$ cat src/core/fcs_ed_consts.svh
// Register offsets, field positions, reset values and timing counts for frame check and energy
`ifndef FCS_ED_CONSTS_SVH
`define FCS_ED_CONSTS_SVH

`define REG_TRX_CTRL_ONE 6'h04
`define REG_SIGNAL_STRENGTH 6'h06
`define REG_ENERGY_LEVEL 6'h07
`define CTRL_ONE_RESET 8'h20
`define CTRL_AUTO_CRC_BIT 5
`define CRC_VALID_BIT 7
`define ENERGY_RESET 8'hff
`define CRC_POLY 16'h1021
`define CRC_INIT 16'h0000
`define RSSI_MAX 5'h1c
`define FCS_MIN_LEN 7'h03

`define CLK_PERIOD_NS 20
`define RSSI_INTERVAL_BPSK20_US 32
`define RSSI_INTERVAL_BPSK40_US 24
`define RSSI_INTERVAL_OQPSK_US 8
`define ED_PROCESS_US 12
`define RSSI_CYC_BPSK20 ((`RSSI_INTERVAL_BPSK20_US * 1000) / `CLK_PERIOD_NS)
`define RSSI_CYC_BPSK40 ((`RSSI_INTERVAL_BPSK40_US * 1000) / `CLK_PERIOD_NS)
`define RSSI_CYC_OQPSK ((`RSSI_INTERVAL_OQPSK_US * 1000) / `CLK_PERIOD_NS)
`define ED_PROCESS_CYC ((`ED_PROCESS_US * 1000 + `CLK_PERIOD_NS - 1) / `CLK_PERIOD_NS)
`define ED_SYMBOLS_STD 4'h8
`define ED_SYMBOLS_HIGH_RATE 4'h2
`define SYMBOL_CYCLES_DEFAULT 800

`endif

$ cat src/core/fcs_ed_pkg.sv
// Types shared by the frame check and energy detection logic
package fcs_ed_pkg;
    typedef enum logic [3:0] {
        TX_IDLE = 4'b0001,
        TX_DATA = 4'b0010,
        TX_FCS_HI = 4'b0100,
        TX_FCS_LO = 4'b1000
    } tx_state_t;

    typedef enum logic [2:0] {
        ED_IDLE = 3'b001,
        ED_RUN = 3'b010,
        ED_PROCESS = 3'b100
    } ed_state_t;

    typedef enum logic [1:0] {
        PHY_BPSK20 = 2'h0,
        PHY_BPSK40 = 2'h1,
        PHY_OQPSK = 2'h2
    } phy_mode_t;

    typedef struct packed {
        logic wr;
        logic [5:0] addr;
        logic [7:0] wdata;
    } reg_req_t;

    typedef struct packed {
        logic valid;
        logic [7:0] data;
    } octet_t;
endpackage

$ cat src/core/frame_check_energy.sv
// Frame check sequence, signal strength and energy detection block with its transmit FIFO
//
// Functional notes
// - CRC generator x16 + x12 + x5 + 1
// - Checksum covers octets after length byte
// - Sixteen-bit checksum fills last two octets
// - Check value is remainder of shifted message
// - First message bit and r0 go first
// - Control 0x04 bit 5 enables insertion, resets 1
// - Checksum over N-2 octets replaces last two
// - Every received frame checked, valid flag set
// - Valid result copied into status byte bit 7
// - Valid flag updates at frame end, holds until the next SFD clears it
// - Auto-ack mode drops bad frames, no interrupt
// - Auto-retry treats bad acknowledgement as missing
// - Signal strength refresh interval by PHY mode
// - Signal strength 0 to 28 in bits 4:0
// - Manual measurement eight symbols (two at high rate), then done interrupt
// - SFD detection starts silent automatic measurement
// - Energy ready 8 or 2 symbols plus 12 us
// - Energy value holds until next start
// - Energy range 0x00 to 0x54, reset 0xff
// - Energy averages strength samples over eight symbols, two at high rate
// - Auto-ack manual request raises done, no measurement
`timescale 1ns/1ps
`include "fcs_ed_consts.svh"

module octet_fifo #(
    parameter int WIDTH = 8,
    parameter int DEPTH = 16
) (
    input wire logic clk,
    input wire logic rst_n,
    input wire logic in_valid,
    input wire logic [WIDTH-1:0] in_data,
    output logic in_ready,
    output logic out_valid,
    output logic [WIDTH-1:0] out_data,
    input wire logic out_ready
);
    localparam int AW = $clog2(DEPTH);

    typedef struct packed {
        logic [DEPTH-1:0][WIDTH-1:0] mem;
        logic [AW-1:0] rd;
        logic [AW-1:0] wr;
        logic [AW:0] count;
        logic not_full;
        logic not_empty;
    } fifo_state_t;

    fifo_state_t st;
    fifo_state_t next_st;
    logic push;
    logic pop;
    logic [AW:0] next_count;

    always_comb begin
        next_st = st;
        push = in_valid && st.not_full;
        pop = out_ready && st.not_empty;
        next_count = st.count;
        if (push) begin
            next_st.mem[st.wr] = in_data;
            next_st.wr = st.wr + 1'b1;
        end
        if (pop) begin
            next_st.rd = st.rd + 1'b1;
        end
        if (push && !pop) begin
            next_count = st.count + 1'b1;
        end else if (pop && !push) begin
            next_count = st.count - 1'b1;
        end
        next_st.count = next_count;
        // Flags are registered so that both handshakes stay glitch free
        next_st.not_full = next_count != (AW + 1)'(DEPTH);
        next_st.not_empty = next_count != '0;
        if (!rst_n) begin
            next_st = '0;
            next_st.not_full = 1'b1;
        end
    end

    always_ff @(posedge clk) begin
        st <= next_st;
    end

    assign in_ready = st.not_full;
    assign out_valid = st.not_empty;
    assign out_data = st.mem[st.rd];
endmodule

module frame_check_energy #(
    parameter int SYMBOL_CYCLES = `SYMBOL_CYCLES_DEFAULT
) (
    input wire logic CLK_SYS,
    input wire logic RSTN,
    input wire fcs_ed_pkg::reg_req_t REG_REQ,
    output logic [7:0] REG_RDATA,
    input wire logic TX_START,
    input wire logic [6:0] TX_LEN,
    input wire fcs_ed_pkg::octet_t TX_IN,
    output logic TX_IN_READY,
    output fcs_ed_pkg::octet_t TX_OUT,
    input wire logic TX_OUT_READY,
    input wire logic RX_SFD,
    input wire fcs_ed_pkg::octet_t RX_IN,
    input wire logic RX_LAST,
    output fcs_ed_pkg::octet_t RX_STATUS,
    output logic FRAME_END_IRQ,
    output logic ACK_ACCEPTED,
    output logic ACK_REJECTED,
    input wire logic AUTO_ACK_RECEIVE_MODE,
    input wire logic AUTO_RETRY_TRANSMIT_MODE,
    input wire logic RX_LISTENING,
    input wire logic RX_BUSY,
    input wire logic [1:0] PHY_MODE,
    input wire logic HIGH_RATE,
    input wire logic [4:0] RSSI_SAMPLE,
    output logic CHANNEL_ENERGY_DONE_IRQ
);
    typedef struct packed {
        logic [7:0] ctrl;
        logic crc_valid;
        logic [4:0] rssi;
        logic [7:0] energy;
        logic [7:0] rdata;
        fcs_ed_pkg::tx_state_t tx_st;
        logic [6:0] tx_len;
        logic [6:0] tx_idx;
        logic [15:0] tx_crc;
        logic tx_auto;
        fcs_ed_pkg::octet_t tx_out;
        logic [15:0] rx_crc;
        fcs_ed_pkg::octet_t rx_status;
        logic frame_end;
        logic ack_ok;
        logic ack_bad;
        logic [10:0] rssi_cnt;
        fcs_ed_pkg::ed_state_t ed_st;
        logic [11:0] ed_cnt;
        logic [3:0] ed_nsym;
        logic [7:0] ed_sum;
        logic ed_manual;
        logic ed_irq;
    } core_state_t;

    core_state_t st;
    core_state_t next_st;
    logic fifo_pop;
    fcs_ed_pkg::octet_t fifo_out;
    logic slot_free;
    logic rx_good;
    logic [15:0] rx_next_crc;
    logic [10:0] rssi_period;
    logic [4:0] rssi_clamped;
    logic [3:0] ed_symbols;
    logic [9:0] ed_scaled;
    logic rx_on;

    // Bit-serial division, each octet fed LSB first as on air, zero start, no inversion
    function automatic logic [15:0] crc_octet(input logic [15:0] c, input logic [7:0] d);
        logic [15:0] r;
        logic fb;
        r = c;
        for (int i = 0; i < 8; i++) begin
            fb = d[i] ^ r[15];
            r = {r[14:0], 1'b0} ^ (fb ? `CRC_POLY : 16'h0000);
        end
        return r;
    endfunction

    // Highest coefficient goes to bit 0 so that r0 leaves first
    function automatic logic [7:0] reverse_octet(input logic [7:0] v);
        logic [7:0] r;
        r = 8'h00;
        for (int i = 0; i < 8; i++) begin
            r[i] = v[7 - i];
        end
        return r;
    endfunction

    octet_fifo #(
        .WIDTH(8),
        .DEPTH(16)
    ) tx_fifo (
        .clk(CLK_SYS),
        .rst_n(RSTN),
        .in_valid(TX_IN.valid),
        .in_data(TX_IN.data),
        .in_ready(TX_IN_READY),
        .out_valid(fifo_out.valid),
        .out_data(fifo_out.data),
        .out_ready(fifo_pop)
    );

    always_comb begin
        next_st = st;
        fifo_pop = 1'b0;
        rx_on = RX_LISTENING || RX_BUSY;
        slot_free = !st.tx_out.valid || TX_OUT_READY;
        rx_next_crc = crc_octet(st.rx_crc, RX_IN.data);
        rx_good = rx_next_crc == 16'h0000;
        rssi_clamped = (RSSI_SAMPLE > `RSSI_MAX) ? `RSSI_MAX : RSSI_SAMPLE;
        ed_symbols = HIGH_RATE ? `ED_SYMBOLS_HIGH_RATE : `ED_SYMBOLS_STD;
        // Scale 3.1 dB steps to 1.03 dB steps: three times the mean strength, at most 84
        ed_scaled = HIGH_RATE ? 10'((11'(st.ed_sum) * 11'h003) >> 1)
                              : 10'((11'(st.ed_sum) * 11'h003) >> 3);
        case (PHY_MODE)
            fcs_ed_pkg::PHY_BPSK20: rssi_period = 11'(`RSSI_CYC_BPSK20);
            fcs_ed_pkg::PHY_BPSK40: rssi_period = 11'(`RSSI_CYC_BPSK40);
            default: rssi_period = 11'(`RSSI_CYC_OQPSK);
        endcase

        // Register port
        next_st.rdata = 8'h00;
        case (REG_REQ.addr)
            `REG_TRX_CTRL_ONE: next_st.rdata = st.ctrl;
            `REG_SIGNAL_STRENGTH: next_st.rdata = {st.crc_valid, 2'b00, st.rssi};
            `REG_ENERGY_LEVEL: next_st.rdata = st.energy;
            default: next_st.rdata = 8'h00;
        endcase
        if (REG_REQ.wr && REG_REQ.addr == `REG_TRX_CTRL_ONE) begin
            next_st.ctrl = REG_REQ.wdata;
        end

        // Transmit path
        case (st.tx_st)
            fcs_ed_pkg::TX_IDLE: begin
                if (TX_START && TX_LEN != 7'h00) begin
                    next_st.tx_st = fcs_ed_pkg::TX_DATA;
                    next_st.tx_len = TX_LEN;
                    next_st.tx_idx = 7'h00;
                    next_st.tx_crc = `CRC_INIT;
                    next_st.tx_auto = st.ctrl[`CTRL_AUTO_CRC_BIT] && TX_LEN >= `FCS_MIN_LEN;
                end
            end
            fcs_ed_pkg::TX_DATA: begin
                if (slot_free && fifo_out.valid) begin
                    fifo_pop = 1'b1;
                    next_st.tx_out = fifo_out;
                    next_st.tx_crc = crc_octet(st.tx_crc, fifo_out.data);
                    next_st.tx_idx = st.tx_idx + 7'h01;
                    if (st.tx_auto && st.tx_idx + 7'h01 == st.tx_len - 7'h02) begin
                        next_st.tx_st = fcs_ed_pkg::TX_FCS_HI;
                    end else if (!st.tx_auto && st.tx_idx + 7'h01 == st.tx_len) begin
                        next_st.tx_st = fcs_ed_pkg::TX_IDLE;
                    end
                end else if (slot_free) begin
                    next_st.tx_out.valid = 1'b0;
                end
            end
            fcs_ed_pkg::TX_FCS_HI: begin
                // The buffer's own last two octets are drained and replaced
                if (slot_free && fifo_out.valid) begin
                    fifo_pop = 1'b1;
                    next_st.tx_out.valid = 1'b1;
                    next_st.tx_out.data = reverse_octet(st.tx_crc[15:8]);
                    next_st.tx_st = fcs_ed_pkg::TX_FCS_LO;
                end else if (slot_free) begin
                    next_st.tx_out.valid = 1'b0;
                end
            end
            fcs_ed_pkg::TX_FCS_LO: begin
                if (slot_free && fifo_out.valid) begin
                    fifo_pop = 1'b1;
                    next_st.tx_out.valid = 1'b1;
                    next_st.tx_out.data = reverse_octet(st.tx_crc[7:0]);
                    next_st.tx_st = fcs_ed_pkg::TX_IDLE;
                end else if (slot_free) begin
                    next_st.tx_out.valid = 1'b0;
                end
            end
            default: next_st.tx_st = fcs_ed_pkg::TX_IDLE;
        endcase
        if (st.tx_st == fcs_ed_pkg::TX_IDLE && slot_free) begin
            next_st.tx_out.valid = 1'b0;
        end

        // Receive check; residue is zero when the trailing check octets match
        next_st.rx_status.valid = 1'b0;
        next_st.frame_end = 1'b0;
        next_st.ack_ok = 1'b0;
        next_st.ack_bad = 1'b0;
        if (RX_SFD) begin
            next_st.rx_crc = `CRC_INIT;
            next_st.crc_valid = 1'b0;
        end else if (RX_IN.valid) begin
            next_st.rx_crc = rx_next_crc;
            if (RX_LAST) begin
                next_st.crc_valid = rx_good;
                next_st.rx_status.valid = 1'b1;
                next_st.rx_status.data = {rx_good, 7'h00};
                if (AUTO_RETRY_TRANSMIT_MODE) begin
                    next_st.ack_ok = rx_good;
                    next_st.ack_bad = !rx_good;
                end else begin
                    next_st.frame_end = rx_good || !AUTO_ACK_RECEIVE_MODE;
                end
            end
        end

        // Signal strength refresh while any receive state is active
        if (rx_on) begin
            if (st.rssi_cnt >= rssi_period - 11'h001) begin
                next_st.rssi_cnt = 11'h000;
                next_st.rssi = rssi_clamped;
            end else begin
                next_st.rssi_cnt = st.rssi_cnt + 11'h001;
            end
        end else begin
            next_st.rssi_cnt = 11'h000;
        end

        // Energy detection
        next_st.ed_irq = 1'b0;
        case (st.ed_st)
            fcs_ed_pkg::ED_RUN: begin
                if (st.ed_cnt == 12'(SYMBOL_CYCLES - 1)) begin
                    next_st.ed_cnt = 12'h000;
                    next_st.ed_sum = st.ed_sum + 8'(rssi_clamped);
                    next_st.ed_nsym = st.ed_nsym + 4'h1;
                    if (st.ed_nsym + 4'h1 == ed_symbols) begin
                        next_st.ed_st = fcs_ed_pkg::ED_PROCESS;
                    end
                end else begin
                    next_st.ed_cnt = st.ed_cnt + 12'h001;
                end
            end
            fcs_ed_pkg::ED_PROCESS: begin
                if (st.ed_cnt == 12'(`ED_PROCESS_CYC - 1)) begin
                    next_st.ed_st = fcs_ed_pkg::ED_IDLE;
                    next_st.energy = ed_scaled[7:0];
                    next_st.ed_irq = st.ed_manual;
                end else begin
                    next_st.ed_cnt = st.ed_cnt + 12'h001;
                end
            end
            fcs_ed_pkg::ED_IDLE: next_st.ed_cnt = 12'h000;
            default: next_st.ed_st = fcs_ed_pkg::ED_IDLE;
        endcase
        // A new start abandons any measurement in flight
        if (RX_SFD) begin
            next_st.ed_st = fcs_ed_pkg::ED_RUN;
            next_st.ed_manual = 1'b0;
            next_st.ed_cnt = 12'h000;
            next_st.ed_nsym = 4'h0;
            next_st.ed_sum = 8'h00;
        end else if (REG_REQ.wr && REG_REQ.addr == `REG_ENERGY_LEVEL && rx_on) begin
            if (AUTO_ACK_RECEIVE_MODE) begin
                next_st.ed_irq = 1'b1;
            end else begin
                next_st.ed_st = fcs_ed_pkg::ED_RUN;
                next_st.ed_manual = 1'b1;
                next_st.ed_cnt = 12'h000;
                next_st.ed_nsym = 4'h0;
                next_st.ed_sum = 8'h00;
            end
        end

        if (!RSTN) begin
            next_st = '0;
            next_st.ctrl = `CTRL_ONE_RESET;
            next_st.energy = `ENERGY_RESET;
            next_st.tx_st = fcs_ed_pkg::TX_IDLE;
            next_st.ed_st = fcs_ed_pkg::ED_IDLE;
        end
    end

    always_ff @(posedge CLK_SYS) begin
        st <= next_st;
    end

    assign REG_RDATA = st.rdata;
    assign TX_OUT = st.tx_out;
    assign RX_STATUS = st.rx_status;
    assign FRAME_END_IRQ = st.frame_end;
    assign ACK_ACCEPTED = st.ack_ok;
    assign ACK_REJECTED = st.ack_bad;
    assign CHANNEL_ENERGY_DONE_IRQ = st.ed_irq;
endmodule

$ cat config.mk
export PLATFORM = sky130hd
export DESIGN_NAME = frame_check_energy
export DESIGN_NICKNAME = d
export VERILOG_FILES = /design/src/core/fcs_ed_pkg.sv /design/src/core/frame_check_energy.sv
export VERILOG_INCLUDE_DIRS = /design/src /design/src/core
export SDC_FILE = /design/constraint.sdc
export NUM_CORES = 1
export LEC_CHECK = 0
export ABC_CLOCK_PERIOD_IN_PS = 3200
export BUFFER_PORTS_ARGS = -buffer_cell sky130_fd_sc_hd__clkbuf_2
export CORE_MARGIN = 2
export CORE_UTILIZATION = 35
export CTS_CLUSTER_SIZE = 24
export DETAILED_ROUTE_END_ITERATION = 7
export PLACE_DENSITY = 0.62
export SETUP_SLACK_MARGIN = 0.05
export SLEW_MARGIN = 10
export SYNTH_ARGS = -nofsm -noshare
export SYNTH_HDL_FRONTEND = slang
export SYNTH_SLANG_ARGS = --single-unit
$ cat constraint.sdc
create_clock -name CLK_SYS -period 3.2 [get_ports CLK_SYS]
set_clock_uncertainty 0.15 [all_clocks]
set_input_delay 0.64 -clock CLK_SYS [delete_from_list [all_inputs] [get_ports CLK_SYS]]
set_output_delay 0.64 -clock CLK_SYS [all_outputs]
set_load 0.005 [all_outputs]
==> impl_summary.md <==
GRT
The initial antenna violation count is 1. The global-route wire length before repair is 52,300 um. The number of global-route vias before repair is 9,961. The global routing usage summed across all routing layers is between 10% and 20%. Global routing finished with a remaining overflow of 0. The maximum number of pins on one net before global-route repair is approximately 130.

Detailed routing
The final layout contains routed wiring with a total length of approximately 32,000 um. The average wire length per cell after detail routing is 15.7 um. The first detailed-routing pass took 5 iterations. The count of antenna-violating nets left after detailed routing is 0. The routed layout has a little over 10,000 vias. In the routed design, unresolved DRC markers number 0. For this block, the initial DRC count from the detailed router was ~570. The via count normalized by instance count is 4.96.

Floorplanning
The initial utilization of the core area, before any placement, comes to a little over a third. The floorplan has between 70 and 80 rows. Measured along the x axis, the die boundary spans about 210 um. The area of the die is ~42,000 sq um. The total core area is 39,800 sq um. The I/O pin count is 89.

In this run the vertical extent of the chip is a little over 200 um.

Timing
The share of the clock period used by the worst path after layout is between 80% and 90%. The max-slew violation count is 0. For this run, the top clock speed supported by timing is approximately 0.36 GHz. The worst hold-check slack is 0.148 ns. The number of hold violations in the final report is 0.

Adding up every negative setup slack in the final design gives 0 ns. In this run the tightest slew margin relative to its limit is 50.1%. Setup repair after global routing left no endpoint under its margin. The clock period minus final worst setup slack is between 2 and 3 ns. The count of endpoints failing setup in the final report is 0.

At the pin with the least slew margin, the transition time is between 0.7 and 0.8 ns.

Clock network
The H-tree depth reported by CTS is 2. The post-CTS setup repair buffer count is 0. Counting the buffers created by CTS gives 35. The TritonCTS clock tree is yes. After clock tree synthesis, the repair step resized 0 gates.

The clock transition at the register clock pins on the worst setup and hold paths after CTS is 0.06 ns. CTS placed an instance of sky130_fd_sc_hd__clkbuf_16 at the clock tree root. The clock latency at the later pin of the worst-skew pair is 0.54 ns. The clock net in this run drives a total of approximately 280 sinks. The clock passes through at most 3 buffers.

The total of hold buffers inserted after clock tree synthesis is 0.

Placement
During placement, the flow inserted port buffers numbering 81. The post-DP HPWL is ~22,000 um. At the end of routability-driven placement, the weighted congestion stood at 0.802.

The placed cell count is approximately 2,000.

Layout
Cells fill between 40 and 50% of the core in the end. The count of nets after finishing is about 1,600. The area taken by multi-input logic gates is between 7000 and 8000 sq um. The fraction of final layout cells with drive strength greater than 1 is between 10% and 20%. The count of cells in the finished layout, fillers not included, comes to ~2,100. The number of antenna cells inserted is 0. From synthesis to final layout, the design area changed by 14.3%. Summing all flip-flop and latch instances after layout gives about 5600 sq um. Fill cells in the final layout number 3,967.

Synthesis
After synthesis, the share of flip-flops with an asynchronous set or reset is 0%. Synthesis handed over a netlist of about 1,500 instances. Summing the sequential cell areas from Yosys gives around two fifths of the chip area. The synthesis-stage register bit count is 278. The most common flop cell mapped by yosys is sky130_fd_sc_hd__dfxtp_1.

The number of library cell types mapped by synthesis is 70. The number of enable-type register cells in the synthesized netlist is 0. Summing every instance area after synthesis gives between 10,000 and 15,000 sq um. During synthesis, Yosys emitted a total of 0 warnings.

The average footprint of a synthesized cell is 9.75 sq um.

Outcome
The run finished with clean final reports.

Setup path
STA classifies the critical path startpoint as a flip-flop. The critical path ends at st[78]$_SDFFE_PN0P_. The worst setup path is captured at a flip-flop.

The critical path is of the reg -> reg type. The end of the worst register-to-register path is st[78]$_SDFFE_PN0P_. Along the worst path, the maximum fanout reaches 35. The worst flop-to-flop path startpoint is tx_fifo.st[12]$_SDFFE_PN0P_. The required time of the critical path is 3.48 ns.

The number of cells traversed by the worst register-to-register path is 8. Across all register-to-register paths, the minimum setup slack is approximately 0.45 ns. The first element of the critical path is tx_fifo.st[12]$_SDFFE_PN0P_. At the worst endpoint, the arrival time is ~3.0 ns.

Pwr
The total leakage power is 6.08 nW. Across the VDD grid, the largest voltage drop is around 0.35 mV. The design draws just over 0.008 W. The total power per unit cell area is 510 nW/um^2.

Run
The reported max-cap violation count is 0.

Min path
In this run the worst hold path is classified as in -> reg.
[power by group]
part | internal [W] | switching [W]
Combinational | 0.000311 | 0.000395
Clock | 0.00243 | 0.00155
Sequential | 0.00352 | 0.0000590
Total | 0.00626 | 0.00200
[kinds of logic after synthesis]
| family | share of synthesized area [%] |
|---|---|
| AOI/OAI and AO/OA | 8.51 |
| xor gates and xnor gates | 6.45 |
| adders and majority gates | 3.20 |
| buffers and inverters | 4.49 |
| DFF | 39.3 |
| muxes | 18.5 |
| other | 0.0530 |
| and+or+nand+nor | 19.5 |
[sequential cells by signal, indices dropped and copies added (netlist names), named ones only]
signal and flops:
REG_RDATA 8, TX_OUT 8, ACK_REJECTED 1, tx_fifo.out_valid 1, tx_fifo.in_ready 1, CHANNEL_ENERGY_DONE_IRQ 1, tx_fifo.st 141, st 112
RX_STATUS 2, ACK_ACCEPTED 1, FRAME_END_IRQ 1
[routing by layer]
| layer | track usage (%) | routed length, um |
|---|---|---|
| met1 | 21.0 | 15900 |
| met2 | 24.8 | 14600 |
| met3 | 3.15 | 1340 |
| met4 | 4.39 | 608 |
| met5 | 0 | 13 |
[worst min-delay path by stage]
stage	start	to	slack (ns)	cells after the start
global placement	st[122]$_SDFFE_PN1P_	st[122]$_SDFFE_PN1P_	0.30	2
detailed placement	st[122]$_SDFFE_PN1P_	st[122]$_SDFFE_PN1P_	0.31	2
CTS	AUTO_RETRY_TRANSMIT_MODE	FRAME_END_IRQ$_SDFF_PP0_	0.11	2
finish	AUTO_RETRY_TRANSMIT_MODE	FRAME_END_IRQ$_SDFF_PP0_	0.15	2
global route	AUTO_RETRY_TRANSMIT_MODE	FRAME_END_IRQ$_SDFF_PP0_	0.14	2
floorplan	st[1]$_SDFFE_PP0P_	st[1]$_SDFFE_PP0P_	0.29	2
[area by class of cell]
type                       instances  share of cell area (%)
clock buffer                      53                    6.45
clock inverter                    10                   0.758
inverter                          19                   0.441
multi-input combinational       1058                    49.4
sequential                       278                    34.4
tap                              525                    4.06
timing repair buffer             118                    4.47
[stage by stage]
stage	setup slack [ns]	area, sq um
CTS	0.439	16200
detailed placement	0.427	15000
global placement	0.451	15000
global route	0.224	16200
finish	0.453	16200
floorplan	0.608	14200
[Yosys cell counts, types with 19 or more instances]
| cell | count | area [sq um] |
|---|---|---|
| sky130_fd_sc_hd__and2_1 | 22 | 138 |
| sky130_fd_sc_hd__o21ai_0 | 43 | 215 |
| sky130_fd_sc_hd__dfxtp_1 | 278 | 5570 |
| sky130_fd_sc_hd__a21oi_1 | 42 | 210 |
| sky130_fd_sc_hd__inv_1 | 19 | 71.3 |
| sky130_fd_sc_hd__clkbuf_1 | 57 | 214 |
| sky130_fd_sc_hd__nand2_1 | 81 | 304 |
| sky130_fd_sc_hd__nand3_1 | 33 | 165 |
| sky130_fd_sc_hd__buf_4 | 29 | 218 |
| sky130_fd_sc_hd__xnor2_1 | 57 | 499 |
| sky130_fd_sc_hd__xor2_1 | 38 | 333 |
| sky130_fd_sc_hd__nor2b_1 | 165 | 1030 |
| sky130_fd_sc_hd__mux2i_1 | 181 | 1810 |
| sky130_fd_sc_hd__ha_1 | 33 | 413 |
| sky130_fd_sc_hd__nor2_1 | 111 | 417 |
[worst max-delay path, cell delays in order, from the launching register on]
cell and delay, ns:
sky130_fd_sc_hd__dfxtp_2 0.34, sky130_fd_sc_hd__buf_12 0.25, sky130_fd_sc_hd__mux4_1 0.60, sky130_fd_sc_hd__mux2i_1 0.21, sky130_fd_sc_hd__mux2_2 0.26, sky130_fd_sc_hd__xor2_1 0.25, sky130_fd_sc_hd__xnor2_1 0.26, sky130_fd_sc_hd__o21ai_0 0.13
sky130_fd_sc_hd__and2_1 0.17
[cells in the final DEF (no fill, tap or decap), types with 4 or more instances in the layout]
| cell | synthesis | final |
|---|---|---|
| sky130_fd_sc_hd__a221oi_1 | 8 | 8 |
| sky130_fd_sc_hd__nand2b_1 | 13 | 13 |
| sky130_fd_sc_hd__o21bai_1 | 4 | 4 |
| sky130_fd_sc_hd__nor2b_1 | 165 | 165 |
| sky130_fd_sc_hd__conb_1 | 2 | 8 |
| sky130_fd_sc_hd__and2_1 | 22 | 22 |
| sky130_fd_sc_hd__a21o_1 | 8 | 8 |
| sky130_fd_sc_hd__or2_2 | 5 | 5 |
| sky130_fd_sc_hd__o21a_1 | 5 | 5 |
| sky130_fd_sc_hd__nand3b_1 | 6 | 6 |
| sky130_fd_sc_hd__nor3b_1 | 6 | 6 |
| sky130_fd_sc_hd__o21ai_0 | 43 | 43 |
| sky130_fd_sc_hd__ha_1 | 33 | 33 |
| sky130_fd_sc_hd__inv_1 | 19 | 19 |
| sky130_fd_sc_hd__xnor2_1 | 57 | 57 |
| sky130_fd_sc_hd__nor4b_1 | 7 | 5 |
| sky130_fd_sc_hd__nand2_1 | 81 | 81 |
| sky130_fd_sc_hd__mux4_2 | 14 | 14 |
| sky130_fd_sc_hd__nor4_1 | 9 | 9 |
| sky130_fd_sc_hd__o211ai_1 | 6 | 6 |
| sky130_fd_sc_hd__mux2_2 | 7 | 7 |
| sky130_fd_sc_hd__a21oi_1 | 42 | 42 |
| sky130_fd_sc_hd__mux2i_1 | 181 | 181 |
| sky130_fd_sc_hd__clkbuf_1 | 57 | 8 |
| sky130_fd_sc_hd__xor2_1 | 38 | 38 |
| sky130_fd_sc_hd__nor3_1 | 17 | 17 |
| sky130_fd_sc_hd__clkbuf_8 | 1 | 10 |
| sky130_fd_sc_hd__nor2_1 | 111 | 111 |
| sky130_fd_sc_hd__and3_1 | 11 | 11 |
| sky130_fd_sc_hd__clkbuf_2 | 0 | 80 |
| sky130_fd_sc_hd__a211oi_1 | 17 | 17 |
| sky130_fd_sc_hd__clkbuf_16 | 0 | 35 |
| sky130_fd_sc_hd__mux4_1 | 16 | 16 |
| sky130_fd_sc_hd__nand3_1 | 33 | 33 |
| sky130_fd_sc_hd__a22oi_1 | 10 | 10 |
| sky130_fd_sc_hd__buf_4 | 29 | 35 |
| sky130_fd_sc_hd__a21boi_0 | 11 | 11 |
| sky130_fd_sc_hd__dfxtp_1 | 278 | 277 |
| sky130_fd_sc_hd__nand4_1 | 12 | 12 |
Note: power is estimated with default switching activity, not from simulation.
